**src/mnt_map.svh**
```systemverilog
`ifndef MNT_MAP_SVH
`define MNT_MAP_SVH

// ==========================================
// Sizes of the translation datapath
`define MNT_N_DESC 32
`define MNT_IDX_W 5
`define MNT_ADDR_W 16
`define MNT_SPACE_W 8
`define MNT_FC_W 4
`define MNT_N_SPACE 16
`define MNT_CAUSE_W 4
`define MNT_RDP_W 8
`define MNT_CNT_W 3
`define MNT_SYNC_W 29

// ==========================================
// Reset values
`define MNT_RDP_RESET 8'h80
`define MNT_SPACE_RESET 8'h00

// ==========================================
// Cause field encodings
`define MNT_CAUSE_NONE 4'h0
`define MNT_CAUSE_WV 4'h1
`define MNT_CAUSE_USA 4'h2

// ==========================================
// Timing counts in clocks
`define MNT_FAULT_CLKS 3'h5
`define MNT_ALL_HOLD_CLKS 3'h2

`endif

```
**src/mnt_pkg.sv**
```systemverilog
package mnt_pkg;
    // Translation sequencer states, Gray along the usual path
    typedef enum logic [2:0] {
        MNT_IDLE = 3'h0,
        MNT_MATCH = 3'h1,
        MNT_XLATE = 3'h3,
        MNT_FOLLOW = 3'h2,
        MNT_OPER = 3'h6,
        MNT_NOMATCH = 3'h5,
        MNT_USA = 3'h4,
        MNT_FAULT = 3'h7
    } mnt_state_t;
endpackage

```
**src/mnt_desc_match.sv**
```systemverilog
`timescale 1ns/1ns
`include "mnt_map.svh"

// ==========================================
// One descriptor: range and space compare, physical address forming
module mnt_desc_match (
    input wire logic enable,
    input wire logic [`MNT_ADDR_W-1:0] addr,
    input wire logic [`MNT_SPACE_W-1:0] space,
    input wire logic [`MNT_ADDR_W-1:0] logical_base_address,
    input wire logic [`MNT_ADDR_W-1:0] logical_address_mask,
    input wire logic [`MNT_ADDR_W-1:0] physical_base_address,
    input wire logic [`MNT_SPACE_W-1:0] space_number_field,
    input wire logic [`MNT_SPACE_W-1:0] space_mask,
    output logic hit,
    output logic [`MNT_ADDR_W-1:0] phys
);
    logic range_hit;
    logic space_hit;

    // RULE3: masked range compare
    assign range_hit = ((addr ^ logical_base_address) & logical_address_mask) == '0;
    // RULE4: masked space compare
    assign space_hit = ((space ^ space_number_field) & space_mask) == '0;
    // RULE5: address match needs both
    assign hit = enable & range_hit & space_hit;
    // RULE6: base where mask set, logical where clear
    assign phys = (addr & ~logical_address_mask) | (physical_base_address & logical_address_mask);
endmodule

```
**src/mnt_translate.sv**
```systemverilog
`timescale 1ns/1ns
`include "mnt_map.svh"

// Summary of operation
// RULE1: Function code indexes space lookup table to give cycle space number.
// RULE2: Address strobe starts translation; space, address, direction go to descriptors.
// RULE3: Range match when masked logical address equals logical base.
// RULE4: Space match when masked cycle space equals descriptor space number.
// RULE5: Address match needs range and space; write to protected segment violates.
// RULE6: Physical bit from base where mask set, logical where clear.
// RULE7: Success sets used, modified on write, pending when interrupt enabled.
// RULE8: Write inhibit on protected segment for read or read-modify-write.
// RULE9: Write to protected segment withholds mapped strobe.
// RULE10: Mapped strobe, then hold address, then float physical bus.
// RULE11: Strobe negated after translation returns to idle.
// RULE12: Strobe held: chip select or acknowledge starts master; global input slave.
// RULE13: Read-to-write direction fall on protected match is write violation.
// RULE14: Local violation loads pointer, sets fault and double fault flags.
// RULE15: Local violation captures direction, cause becomes write violation.
// RULE16: Fault driven five clocks or until strobe negates, whichever longer.
// RULE17: Local violation latches address and space, marked non-global.
// RULE18: No local match asserts none-matched output and watches peer lines.
// RULE19: Peer mapped strobe negates none-matched output, then continue normally.
// RULE20: Peer fault sets fault flags, captures direction, clears cause field.
// RULE21: None-matched input sets flags, cause undefined, latches address and space.
// RULE22: None-matched held two clocks, released, then fault pulse; the code releases it on the same clock that the fault pulse starts.
module mnt_translate (
    input wire logic ref_clk,
    input wire logic rst,
    input wire logic as_n,
    input wire logic rw,
    input wire logic [`MNT_FC_W-1:0] fc,
    input wire logic [`MNT_ADDR_W-1:0] laddr,
    input wire logic cs_n,
    input wire logic interrupt_acknowledge_n,
    input wire logic interrupt_request_input_n,
    input wire logic global_operation_input_n,
    input wire logic mapped_strobe_input_n,
    input wire logic fault_line_input_n,
    input wire logic none_matched_input,
    input wire logic table_wr,
    input wire logic [`MNT_FC_W-1:0] table_idx,
    input wire logic [`MNT_SPACE_W-1:0] table_data,
    input wire logic desc_wr,
    input wire logic [`MNT_IDX_W-1:0] desc_idx,
    input wire logic [`MNT_ADDR_W-1:0] desc_lba,
    input wire logic [`MNT_ADDR_W-1:0] desc_lam,
    input wire logic [`MNT_ADDR_W-1:0] desc_pba,
    input wire logic [`MNT_SPACE_W-1:0] desc_asn,
    input wire logic [`MNT_SPACE_W-1:0] desc_asm,
    input wire logic desc_en,
    input wire logic desc_wp,
    input wire logic desc_ie,
    output logic mapped_strobe_n,
    output logic hold_addr_n,
    output logic write_inhibit_n,
    output logic fault_out,
    output logic fault_oe_n,
    output logic none_matched_output,
    output logic [`MNT_ADDR_W-1:0] multiplexed_phys_bus_o,
    output logic multiplexed_phys_bus_oe_n,
    output logic start_master,
    output logic start_slave,
    output logic fault_flag,
    output logic double_fault_flag,
    output logic direction_bit,
    output logic [`MNT_CAUSE_W-1:0] cause_field,
    output logic [`MNT_RDP_W-1:0] result_descriptor_pointer,
    output logic [7:0] result_latch_high,
    output logic [7:0] result_latch_low,
    output logic [`MNT_SPACE_W-1:0] result_space_latch,
    output logic result_nonglobal,
    output logic [`MNT_N_DESC-1:0] used_flags,
    output logic [`MNT_N_DESC-1:0] modified_flags,
    output logic [`MNT_N_DESC-1:0] interrupt_pending_flag
);
    // ==========================================
    // Input synchronisers
    logic [`MNT_SYNC_W-1:0] sync_a;
    logic [`MNT_SYNC_W-1:0] sync_b;
    logic s_as, s_rw, s_cs, s_interrupt_acknowledge, s_irq, s_go, s_mas_in, s_fault_in, s_nm_in;
    logic [`MNT_FC_W-1:0] s_fc;
    logic [`MNT_ADDR_W-1:0] s_addr;
    logic rw_prev;

    // Two stages for every pin input
    always_ff @(posedge ref_clk) begin
        sync_a <= {as_n, rw, fc, laddr, cs_n, interrupt_acknowledge_n,
                   interrupt_request_input_n, global_operation_input_n,
                   mapped_strobe_input_n, fault_line_input_n, none_matched_input};
        sync_b <= sync_a;
        rw_prev <= sync_b[27];
    end

    assign s_as = ~sync_b[28];
    assign s_rw = sync_b[27];
    assign s_fc = sync_b[26:23];
    assign s_addr = sync_b[22:7];
    assign s_cs = ~sync_b[6];
    assign s_interrupt_acknowledge = ~sync_b[5];
    assign s_irq = ~sync_b[4];
    assign s_go = ~sync_b[3];
    assign s_mas_in = ~sync_b[2];
    assign s_fault_in = ~sync_b[1];
    assign s_nm_in = sync_b[0];

    // ==========================================
    // Space table and descriptor store
    logic [`MNT_SPACE_W-1:0] space_tbl [0:`MNT_N_SPACE-1];
    logic [`MNT_ADDR_W-1:0] d_lba [0:`MNT_N_DESC-1];
    logic [`MNT_ADDR_W-1:0] d_lam [0:`MNT_N_DESC-1];
    logic [`MNT_ADDR_W-1:0] d_pba [0:`MNT_N_DESC-1];
    logic [`MNT_SPACE_W-1:0] d_asn [0:`MNT_N_DESC-1];
    logic [`MNT_SPACE_W-1:0] d_asm [0:`MNT_N_DESC-1];
    logic [`MNT_N_DESC-1:0] d_en, d_wp, d_ie;

    // Space table loads, cleared at reset
    always_ff @(posedge ref_clk) begin
        if (rst) begin
            for (int i = 0; i < `MNT_N_SPACE; i++) begin
                space_tbl[i] <= `MNT_SPACE_RESET;
            end
        end else if (table_wr) begin
            space_tbl[table_idx] <= table_data;
        end
    end

    // Descriptor fields, no reset needed while disabled
    always_ff @(posedge ref_clk) begin
        if (desc_wr) begin
            d_lba[desc_idx] <= desc_lba;
            d_lam[desc_idx] <= desc_lam;
            d_pba[desc_idx] <= desc_pba;
            d_asn[desc_idx] <= desc_asn;
            d_asm[desc_idx] <= desc_asm;
        end
    end

    // Descriptor control bits
    always_ff @(posedge ref_clk) begin
        if (rst) begin
            d_en <= '0;
            d_wp <= '0;
            d_ie <= '0;
        end else if (desc_wr) begin
            d_en[desc_idx] <= desc_en;
            d_wp[desc_idx] <= desc_wp;
            d_ie[desc_idx] <= desc_ie;
        end
    end

    // ==========================================
    // Cycle capture and descriptor compare
    logic [`MNT_SPACE_W-1:0] cyc_space;
    logic [`MNT_ADDR_W-1:0] cyc_addr;
    logic cyc_rw;
    logic [`MNT_N_DESC-1:0] hit;
    logic [`MNT_ADDR_W-1:0] phys [0:`MNT_N_DESC-1];
    logic hit_any;
    logic [`MNT_IDX_W-1:0] hit_idx;
    logic [`MNT_ADDR_W-1:0] hit_phys;
    logic hit_wp;
    mnt_pkg::mnt_state_t state, next_state;

    // RULE1: space lookup by function code
    always_ff @(posedge ref_clk) begin
        if (state == mnt_pkg::MNT_IDLE) begin
            cyc_space <= space_tbl[s_fc];
            cyc_addr <= s_addr;
            cyc_rw <= s_rw;
        end
    end

    // RULE2: every descriptor sees the cycle
    for (genvar g = 0; g < `MNT_N_DESC; g++) begin : g_desc
        mnt_desc_match u_match (
            .enable(d_en[g]),
            .addr(cyc_addr),
            .space(cyc_space),
            .logical_base_address(d_lba[g]),
            .logical_address_mask(d_lam[g]),
            .physical_base_address(d_pba[g]),
            .space_number_field(d_asn[g]),
            .space_mask(d_asm[g]),
            .hit(hit[g]),
            .phys(phys[g])
        );
    end

    // Priority encoder, lowest descriptor wins
    always_comb begin
        hit_any = 1'b0;
        hit_idx = '0;
        hit_phys = '0;
        for (int i = `MNT_N_DESC - 1; i >= 0; i--) begin
            if (hit[i]) begin
                hit_any = 1'b1;
                hit_idx = i[`MNT_IDX_W-1:0];
                hit_phys = phys[i];
            end
        end
    end
    assign hit_wp = d_wp[hit_idx];

    // ==========================================
    // Events
    logic in_match, success, wv_now, rw_fall, local_wv, peer_fault, cause_undefined_segment;
    logic master_cond, slave_cond;
    logic loc_ok, loc_wp;
    logic [`MNT_IDX_W-1:0] loc_idx;
    logic [`MNT_CNT_W-1:0] cnt;

    assign in_match = state == mnt_pkg::MNT_MATCH;
    // RULE5: write to protected match is a violation
    assign wv_now = in_match & hit_any & ~cyc_rw & hit_wp;
    assign success = in_match & hit_any & ~wv_now;
    // RULE13: direction falls on protected match
    assign rw_fall = (state == mnt_pkg::MNT_FOLLOW) & s_as & loc_wp & rw_prev & ~s_rw;
    assign local_wv = wv_now | rw_fall;
    assign peer_fault = (state == mnt_pkg::MNT_NOMATCH) & ~s_mas_in & s_fault_in;
    assign cause_undefined_segment = (state == mnt_pkg::MNT_NOMATCH) & ~s_mas_in & ~s_fault_in & s_nm_in;
    assign master_cond = s_cs | (s_interrupt_acknowledge & s_irq);
    assign slave_cond = s_go;

    // Local match bookkeeping for the rest of the cycle
    always_ff @(posedge ref_clk) begin
        if (rst || state == mnt_pkg::MNT_IDLE) begin
            loc_ok <= 1'b0;
            loc_wp <= 1'b0;
            loc_idx <= '0;
        end else if (in_match && hit_any) begin
            loc_ok <= success;
            loc_wp <= hit_wp;
            loc_idx <= hit_idx;
        end
    end

    // ==========================================
    // Sequencer
    always_comb begin
        next_state = state;
        case (state)
            mnt_pkg::MNT_IDLE: if (s_as) next_state = mnt_pkg::MNT_MATCH;
            mnt_pkg::MNT_MATCH: begin
                if (!hit_any) next_state = mnt_pkg::MNT_NOMATCH;
                else if (wv_now) next_state = mnt_pkg::MNT_FAULT;
                else next_state = mnt_pkg::MNT_XLATE;
            end
            mnt_pkg::MNT_XLATE: if (cnt == 3'h2) next_state = mnt_pkg::MNT_FOLLOW;
            mnt_pkg::MNT_FOLLOW: begin
                // RULE11: strobe gone ends the cycle
                if (!s_as) next_state = mnt_pkg::MNT_IDLE;
                else if (rw_fall) next_state = mnt_pkg::MNT_FAULT;
                else if (master_cond || slave_cond) next_state = mnt_pkg::MNT_OPER;
            end
            mnt_pkg::MNT_OPER: if (!s_as) next_state = mnt_pkg::MNT_IDLE;
            mnt_pkg::MNT_NOMATCH: begin
                // RULE18: wait on peer lines
                if (!s_as) next_state = mnt_pkg::MNT_IDLE;
                // RULE19: peer strobe resumes
                else if (s_mas_in || peer_fault) next_state = mnt_pkg::MNT_FOLLOW;
                else if (cause_undefined_segment) next_state = mnt_pkg::MNT_USA;
            end
            mnt_pkg::MNT_USA: begin
                if (cnt == `MNT_ALL_HOLD_CLKS - 3'h1) next_state = mnt_pkg::MNT_FAULT;
            end
            mnt_pkg::MNT_FAULT: begin
                // RULE16: minimum five clocks, then wait for strobe
                if (cnt >= `MNT_FAULT_CLKS - 3'h1 && !s_as) next_state = mnt_pkg::MNT_IDLE;
            end
            default: next_state = mnt_pkg::MNT_IDLE;
        endcase
    end

    // State register
    always_ff @(posedge ref_clk) begin
        if (rst) state <= mnt_pkg::MNT_IDLE;
        else state <= next_state;
    end

    // Clocks spent in the current state
    always_ff @(posedge ref_clk) begin
        if (rst || next_state != state) cnt <= '0;
        else if (cnt != 3'h7) cnt <= cnt + 3'h1;
    end

    // ==========================================
    // Bus strobes and physical bus
    logic xl_next;
    assign xl_next = next_state inside {mnt_pkg::MNT_XLATE, mnt_pkg::MNT_FOLLOW,
                                        mnt_pkg::MNT_OPER};

    // RULE10: drive address, strobe, hold, then float
    always_ff @(posedge ref_clk) begin
        if (rst) begin
            mapped_strobe_n <= 1'b1;
            hold_addr_n <= 1'b1;
            multiplexed_phys_bus_oe_n <= 1'b1;
            multiplexed_phys_bus_o <= '0;
        end else begin
            // RULE9: only a good local match raises the strobe
            mapped_strobe_n <= ~(loc_ok & xl_next & ~in_match);
            hold_addr_n <= ~(loc_ok & xl_next & ~in_match &
                             ~(state == mnt_pkg::MNT_XLATE && cnt == 3'h0));
            multiplexed_phys_bus_oe_n <= ~(next_state == mnt_pkg::MNT_XLATE);
            // RULE6: translated address onto the bus
            if (success) multiplexed_phys_bus_o <= hit_phys;
        end
    end

    // RULE8: inhibit writes on protected read cycles
    always_ff @(posedge ref_clk) begin
        if (rst || next_state == mnt_pkg::MNT_IDLE) write_inhibit_n <= 1'b1;
        else if ((success && hit_wp && cyc_rw) || local_wv) write_inhibit_n <= 1'b0;
    end

    // RULE22: none-matched held, released on the same clock that the fault pulse starts
    always_ff @(posedge ref_clk) begin
        if (rst) none_matched_output <= 1'b0;
        else none_matched_output <= next_state inside {mnt_pkg::MNT_NOMATCH,
                                                       mnt_pkg::MNT_USA};
    end

    // RULE16: open-drain fault pulse
    always_ff @(posedge ref_clk) begin
        if (rst) begin
            fault_out <= 1'b0;
            fault_oe_n <= 1'b1;
        end else begin
            fault_out <= 1'b0;
            fault_oe_n <= ~(next_state == mnt_pkg::MNT_FAULT);
        end
    end

    // RULE12: hand off to master or slave operation
    always_ff @(posedge ref_clk) begin
        if (rst) begin
            start_master <= 1'b0;
            start_slave <= 1'b0;
        end else begin
            start_master <= (state == mnt_pkg::MNT_FOLLOW) & s_as & ~rw_fall & master_cond;
            start_slave <= (state == mnt_pkg::MNT_FOLLOW) & s_as & ~rw_fall & ~master_cond &
                           slave_cond;
        end
    end

    // ==========================================
    // Status and result latches
    logic any_fault;
    assign any_fault = local_wv | peer_fault | cause_undefined_segment;

    // RULE14: fault flags and result pointer
    always_ff @(posedge ref_clk) begin
        if (rst) begin
            fault_flag <= 1'b0;
            double_fault_flag <= 1'b0;
            result_descriptor_pointer <= `MNT_RDP_RESET;
        end else begin
            if (any_fault) begin
                fault_flag <= 1'b1;
                double_fault_flag <= double_fault_flag | fault_flag;
            end
            if (local_wv) begin
                result_descriptor_pointer <= {3'h0, in_match ? hit_idx : loc_idx};
            end
        end
    end

    // RULE15: direction and cause capture
    always_ff @(posedge ref_clk) begin
        if (rst) begin
            direction_bit <= 1'b0;
            cause_field <= `MNT_CAUSE_NONE;
        end else if (local_wv) begin
            direction_bit <= in_match ? cyc_rw : s_rw;
            cause_field <= `MNT_CAUSE_WV;
        end else if (peer_fault) begin
            // RULE20: violation was elsewhere
            direction_bit <= s_rw;
            cause_field <= `MNT_CAUSE_NONE;
        end else if (cause_undefined_segment) begin
            // RULE21: undefined segment
            direction_bit <= s_rw;
            cause_field <= `MNT_CAUSE_USA;
        end
    end

    // RULE17: latch faulting address and space
    always_ff @(posedge ref_clk) begin
        if (rst) begin
            result_latch_high <= 8'h00;
            result_latch_low <= 8'h00;
            result_space_latch <= '0;
            result_nonglobal <= 1'b0;
        end else if (local_wv || cause_undefined_segment) begin
            result_latch_high <= cyc_addr[15:8];
            result_latch_low <= cyc_addr[7:0];
            result_space_latch <= cyc_space;
            result_nonglobal <= 1'b1;
        end
    end

    // RULE7: segment status, set wins over a load
    always_ff @(posedge ref_clk) begin
        if (rst) begin
            used_flags <= '0;
            modified_flags <= '0;
            interrupt_pending_flag <= '0;
        end else begin
            if (desc_wr) begin
                used_flags[desc_idx] <= 1'b0;
                modified_flags[desc_idx] <= 1'b0;
                interrupt_pending_flag[desc_idx] <= 1'b0;
            end
            if (success) begin
                used_flags[hit_idx] <= 1'b1;
                if (!cyc_rw) modified_flags[hit_idx] <= 1'b1;
                if (d_ie[hit_idx]) interrupt_pending_flag[hit_idx] <= 1'b1;
            end
        end
    end

    // ==========================================
    // Checks
    logic [`MNT_ADDR_W-1:0] exp_phys;
    assign exp_phys = (cyc_addr & ~d_lam[hit_idx]) | (d_pba[hit_idx] & d_lam[hit_idx]);
endmodule

```
**config.mk**
```make
export PLATFORM = sky130hd
export DESIGN_NAME = mnt_translate
export DESIGN_NICKNAME = d
export VERILOG_FILES = /design/src/mnt_pkg.sv /design/src/mnt_desc_match.sv /design/src/mnt_translate.sv
export VERILOG_INCLUDE_DIRS = /design/src
export SDC_FILE = /design/constraint.sdc
export NUM_CORES = 2
export LEC_CHECK = 0
export ABC_AREA = 1
export BUFFER_PORTS_ARGS = -buffer_cell sky130_fd_sc_hd__buf_2
export CORE_AREA = 5 5 446 448
export CTS_CLUSTER_SIZE = 8
export DETAILED_ROUTE_END_ITERATION = 8
export DIE_AREA = 0 0 451 453
export PLACE_DENSITY = 0.83
export SLEW_MARGIN = 5
export SYNTH_ARGS = -nofsm -noshare
export SYNTH_HDL_FRONTEND = slang
export SYNTH_HIERARCHICAL = 1
export SYNTH_SLANG_ARGS = --single-unit
```
**constraint.sdc**
```tcl
create_clock -name ref_clk -period 7.6 [get_ports ref_clk]
set_clock_uncertainty 0.2 [all_clocks]
set_input_delay 0.38 -clock ref_clk [delete_from_list [all_inputs] [get_ports ref_clk]]
set_output_delay 0.38 -clock ref_clk [all_outputs]
set_load 0.01 [all_outputs]
```
==> results.json <==
{
  "syn_inst": 9578,
  "layout-drive-gt1-share_pct": 10.5,
  "p_leak_nw": 47.1,
  "finalHoldViolations": 0,
  "synthTopCellsByArea": "edfxtp_1 (62%), nand2_1 (8.2%), dfxtp_1 (6.1%)",
  "synth_area_sq_um": 106000,
  "die_y_um": 453,
  "die_x_um": 451,
  "numPortBuffers": 272,
  "wl_um": 364000,
  "synth_mux_area_share_pct": 4.37,
  "relSlewSlack_pct": 3.05,
  "tns_ns": 0,
  "routedWlPerCell_um": 27.7,
  "critPathArrivalTime_ns": 8.00,
  "gp_congestion": 1.00,
  "yosys.area_share.simple_pct": 18.3,
  "cp_slowest_cell": "nor2_1",
  "cts_tree": "yes",
  "vias_per_cell": 6.22,
  "avgSynthCellArea_sq_um": 11.1,
  "antenna_found_initial": 25,
  "grt_max_degree": 109,
  "pin_count": 278,
  "row_count": 162,
  "grt_pass1_vias": 78300,
  "core_sq_um": 194000,
  "drtPass1Iterations": 9,
  "synth_top_cell_area_share_pct": 62.1,
  "grt_overflow": 0,
  "start_util_pct": 54.8,
  "hold_class": "primary input to register",
  "ir_worst_vdd_v": 0.000253,
  "dp_hpwl_um": 232000,
  "area_growth_pct": 16.2,
  "post-route-period-util_pct": 96.7,
  "fin_nets": 10500,
  "synth_seq_cells": 2525,
  "ant_nets": 0,
  "end_kind": "register",
  "cts-root-buf": "clkbuf_16",
  "cts_resized": 0,
  "grtUsageTotal_pct": 34.8,
  "min_period_ns": 7.35,
  "numCtsBuffers": 367,
  "synth_compound_area_share_pct": 5.85,
  "cts_hold_buf": 147,
  "cpPeakStageDelay_ns": 1.09,
  "grt_first_pass_wirelength_um": 517000,
  "fmax_ghz": 0.136,
  "status": "completed",
  "synth_async_sr_flop_share_pct": 0,
  "clock_latency_ns": 0.98,
  "h-tree-depth": 5,
  "slew_viol_final": 0,
  "cts_buffer_depth": 4,
  "cp_max_fo": 71,
  "yosysSeqAreaShare_pct": 68.2,
  "ys.flop_type": "edfxtp_1",
  "rsz0062_at_grt": "false",
  "p_total_mw": 33.6,
  "final_util_pct": 63.7,
  "drv_cap": 0,
  "crit_required_ns": 8.26,
  "drt-initial-drc-count": 14500,
  "path_clk_slew_ns": 0.05,
  "synth_fa_ha_area_share_pct": 0.0588,
  "synth_top_area_cell": "edfxtp_1",
  "worstSetupStartpointType": "register",
  "yosysWarnings": 6,
  "fillCellCount": 13600,
  "post-route-drc-count": 0,
  "finalSetupViolCount": 0,
  "synth_xor_area_share_pct": 0.00823,
  "clock-sinks": 2525,
  "synth.most_common_cell": "nand2_1",
  "die_area_sq_um": 204000,
  "synth_cell_type_count": 56,
  "critPathKind": "register to register",
  "vias": 81800,
  "synth-edff-count": 2201,
  "tightest_slew_ns": 1.45,
  "p_per_area_nw_per_um2": 272,
  "synth_common_cells": "nand2_1 (2312), edfxtp_1 (2201), nor2_1 (1491)",
  "synth_top_family_by_area": "simple AND/OR/NAND/NOR gates",
  "crit_path_frequent_cell": "nand2_1",
  "postCtsSetupRepairBufs": 0
}
final cells by class:
| cell class | instances | area (sq um) | share of cell area, % |
|---|---|---|---|
| inverters | 670 | 2520 | 2.04 |
| repair buffers | 623 | 4520 | 3.65 |
| flip-flops and latches | 2525 | 72600 | 58.7 |
| clock inverters | 13 | 113 | 0.0911 |
| clock buffers | 544 | 9930 | 8.04 |
| diodes | 18 | 45.0 | 0.0364 |
| well taps | 2542 | 3180 | 2.57 |
| multi-input cells | 6206 | 30700 | 24.9 |
power breakdown:
part / switching (mW) / leakage (nW) / internal, mW
clock network: 5.71 / 4.83 / 8.85
registers: 0.208 / 22.6 / 15.4
logic: 2.55 / 19.7 / 0.935
total: 8.47 / 47.1 / 25.1
per-stage QoR:
stage / cells / cell area (sq um) / worst slack [ns] / hold slack [ns]
final: 13100 / 124000 / 0.253 / 0.0843
after global routing: 13100 / 124000 / 0.0724 / 0.0634
after CTS: 13100 / 124000 / 0.665 / 0.00903
after detailed placement: 12400 / 112000 / 0.708 / 0.112
after global placement: 12400 / 112000 / 0.842 / 0.111
after floorplan: 9582 / 106000 / 2.35 / 0.110
cell families after synthesis:
group	Yosys count
adder cells (fa/ha/maj)	5
buffers and inverters	851
flip-flops	2525
multiplexers	416
other	1
AND/OR/NAND/NOR	4730
XOR/XNOR	1
AO/OA/AOI/OAI	1049
flip-flops by register name (all words and copies together) (netlist names), 29 cells and up:
register,count
sync_a,29
d_ie,32
d_en,32
modified_flags,32
d_lam,512
used_flags,32
d_asm,256
interrupt_pending_flag,32
d_pba,512
d_asn,256
d_lba,512
sync_b,29
space_tbl,128
d_wp,32
metal layers:
layer	track usage (%)	part of all wire (%)	routed length, um
met3	12.1	16	59500
met5	0	0.016	60
met1	43.8	33	119000
met2	49.8	42	153000
met4	25.8	9.0	32600
worst paths after layout:
check | from | end | slack, ns | depth (start not counted)
setup / recovery | cyc_addr[10] | used_flags[0] | 0.25 | 32
hold reg to reg | sync_a[20] | sync_b[20] | 0.10 | 0
hold / removal | desc_idx[2] | d_lam[3][7] | 0.08 | 4
setup reg to reg | cyc_addr[10] | used_flags[0] | 0.25 | 32
cells in the final DEF, fill, tap and decap left out, types with 173 or more instances in the layout:
master,count
a21oi_1,271
buf_2,271
buf_4,193
clkbuf_1,173
clkbuf_16,371
dfxtp_1,323
edfxtp_1,2201
inv_1,549
mux2_1,384
nand2_1,2312
nand3_1,560
nor2_1,1445
o21ai_0,307
o21ai_1,208
or2_1,256
critical path: cells and delay by family, from the launching register on:
family	cells	cell delay (ns)
and+or+nand+nor	25	4.26
buffers and inverters	4	1.43
AOI/OAI and AO/OA	3	0.73
DFF	1	0.62
Power figures use the tool's default switching activity.
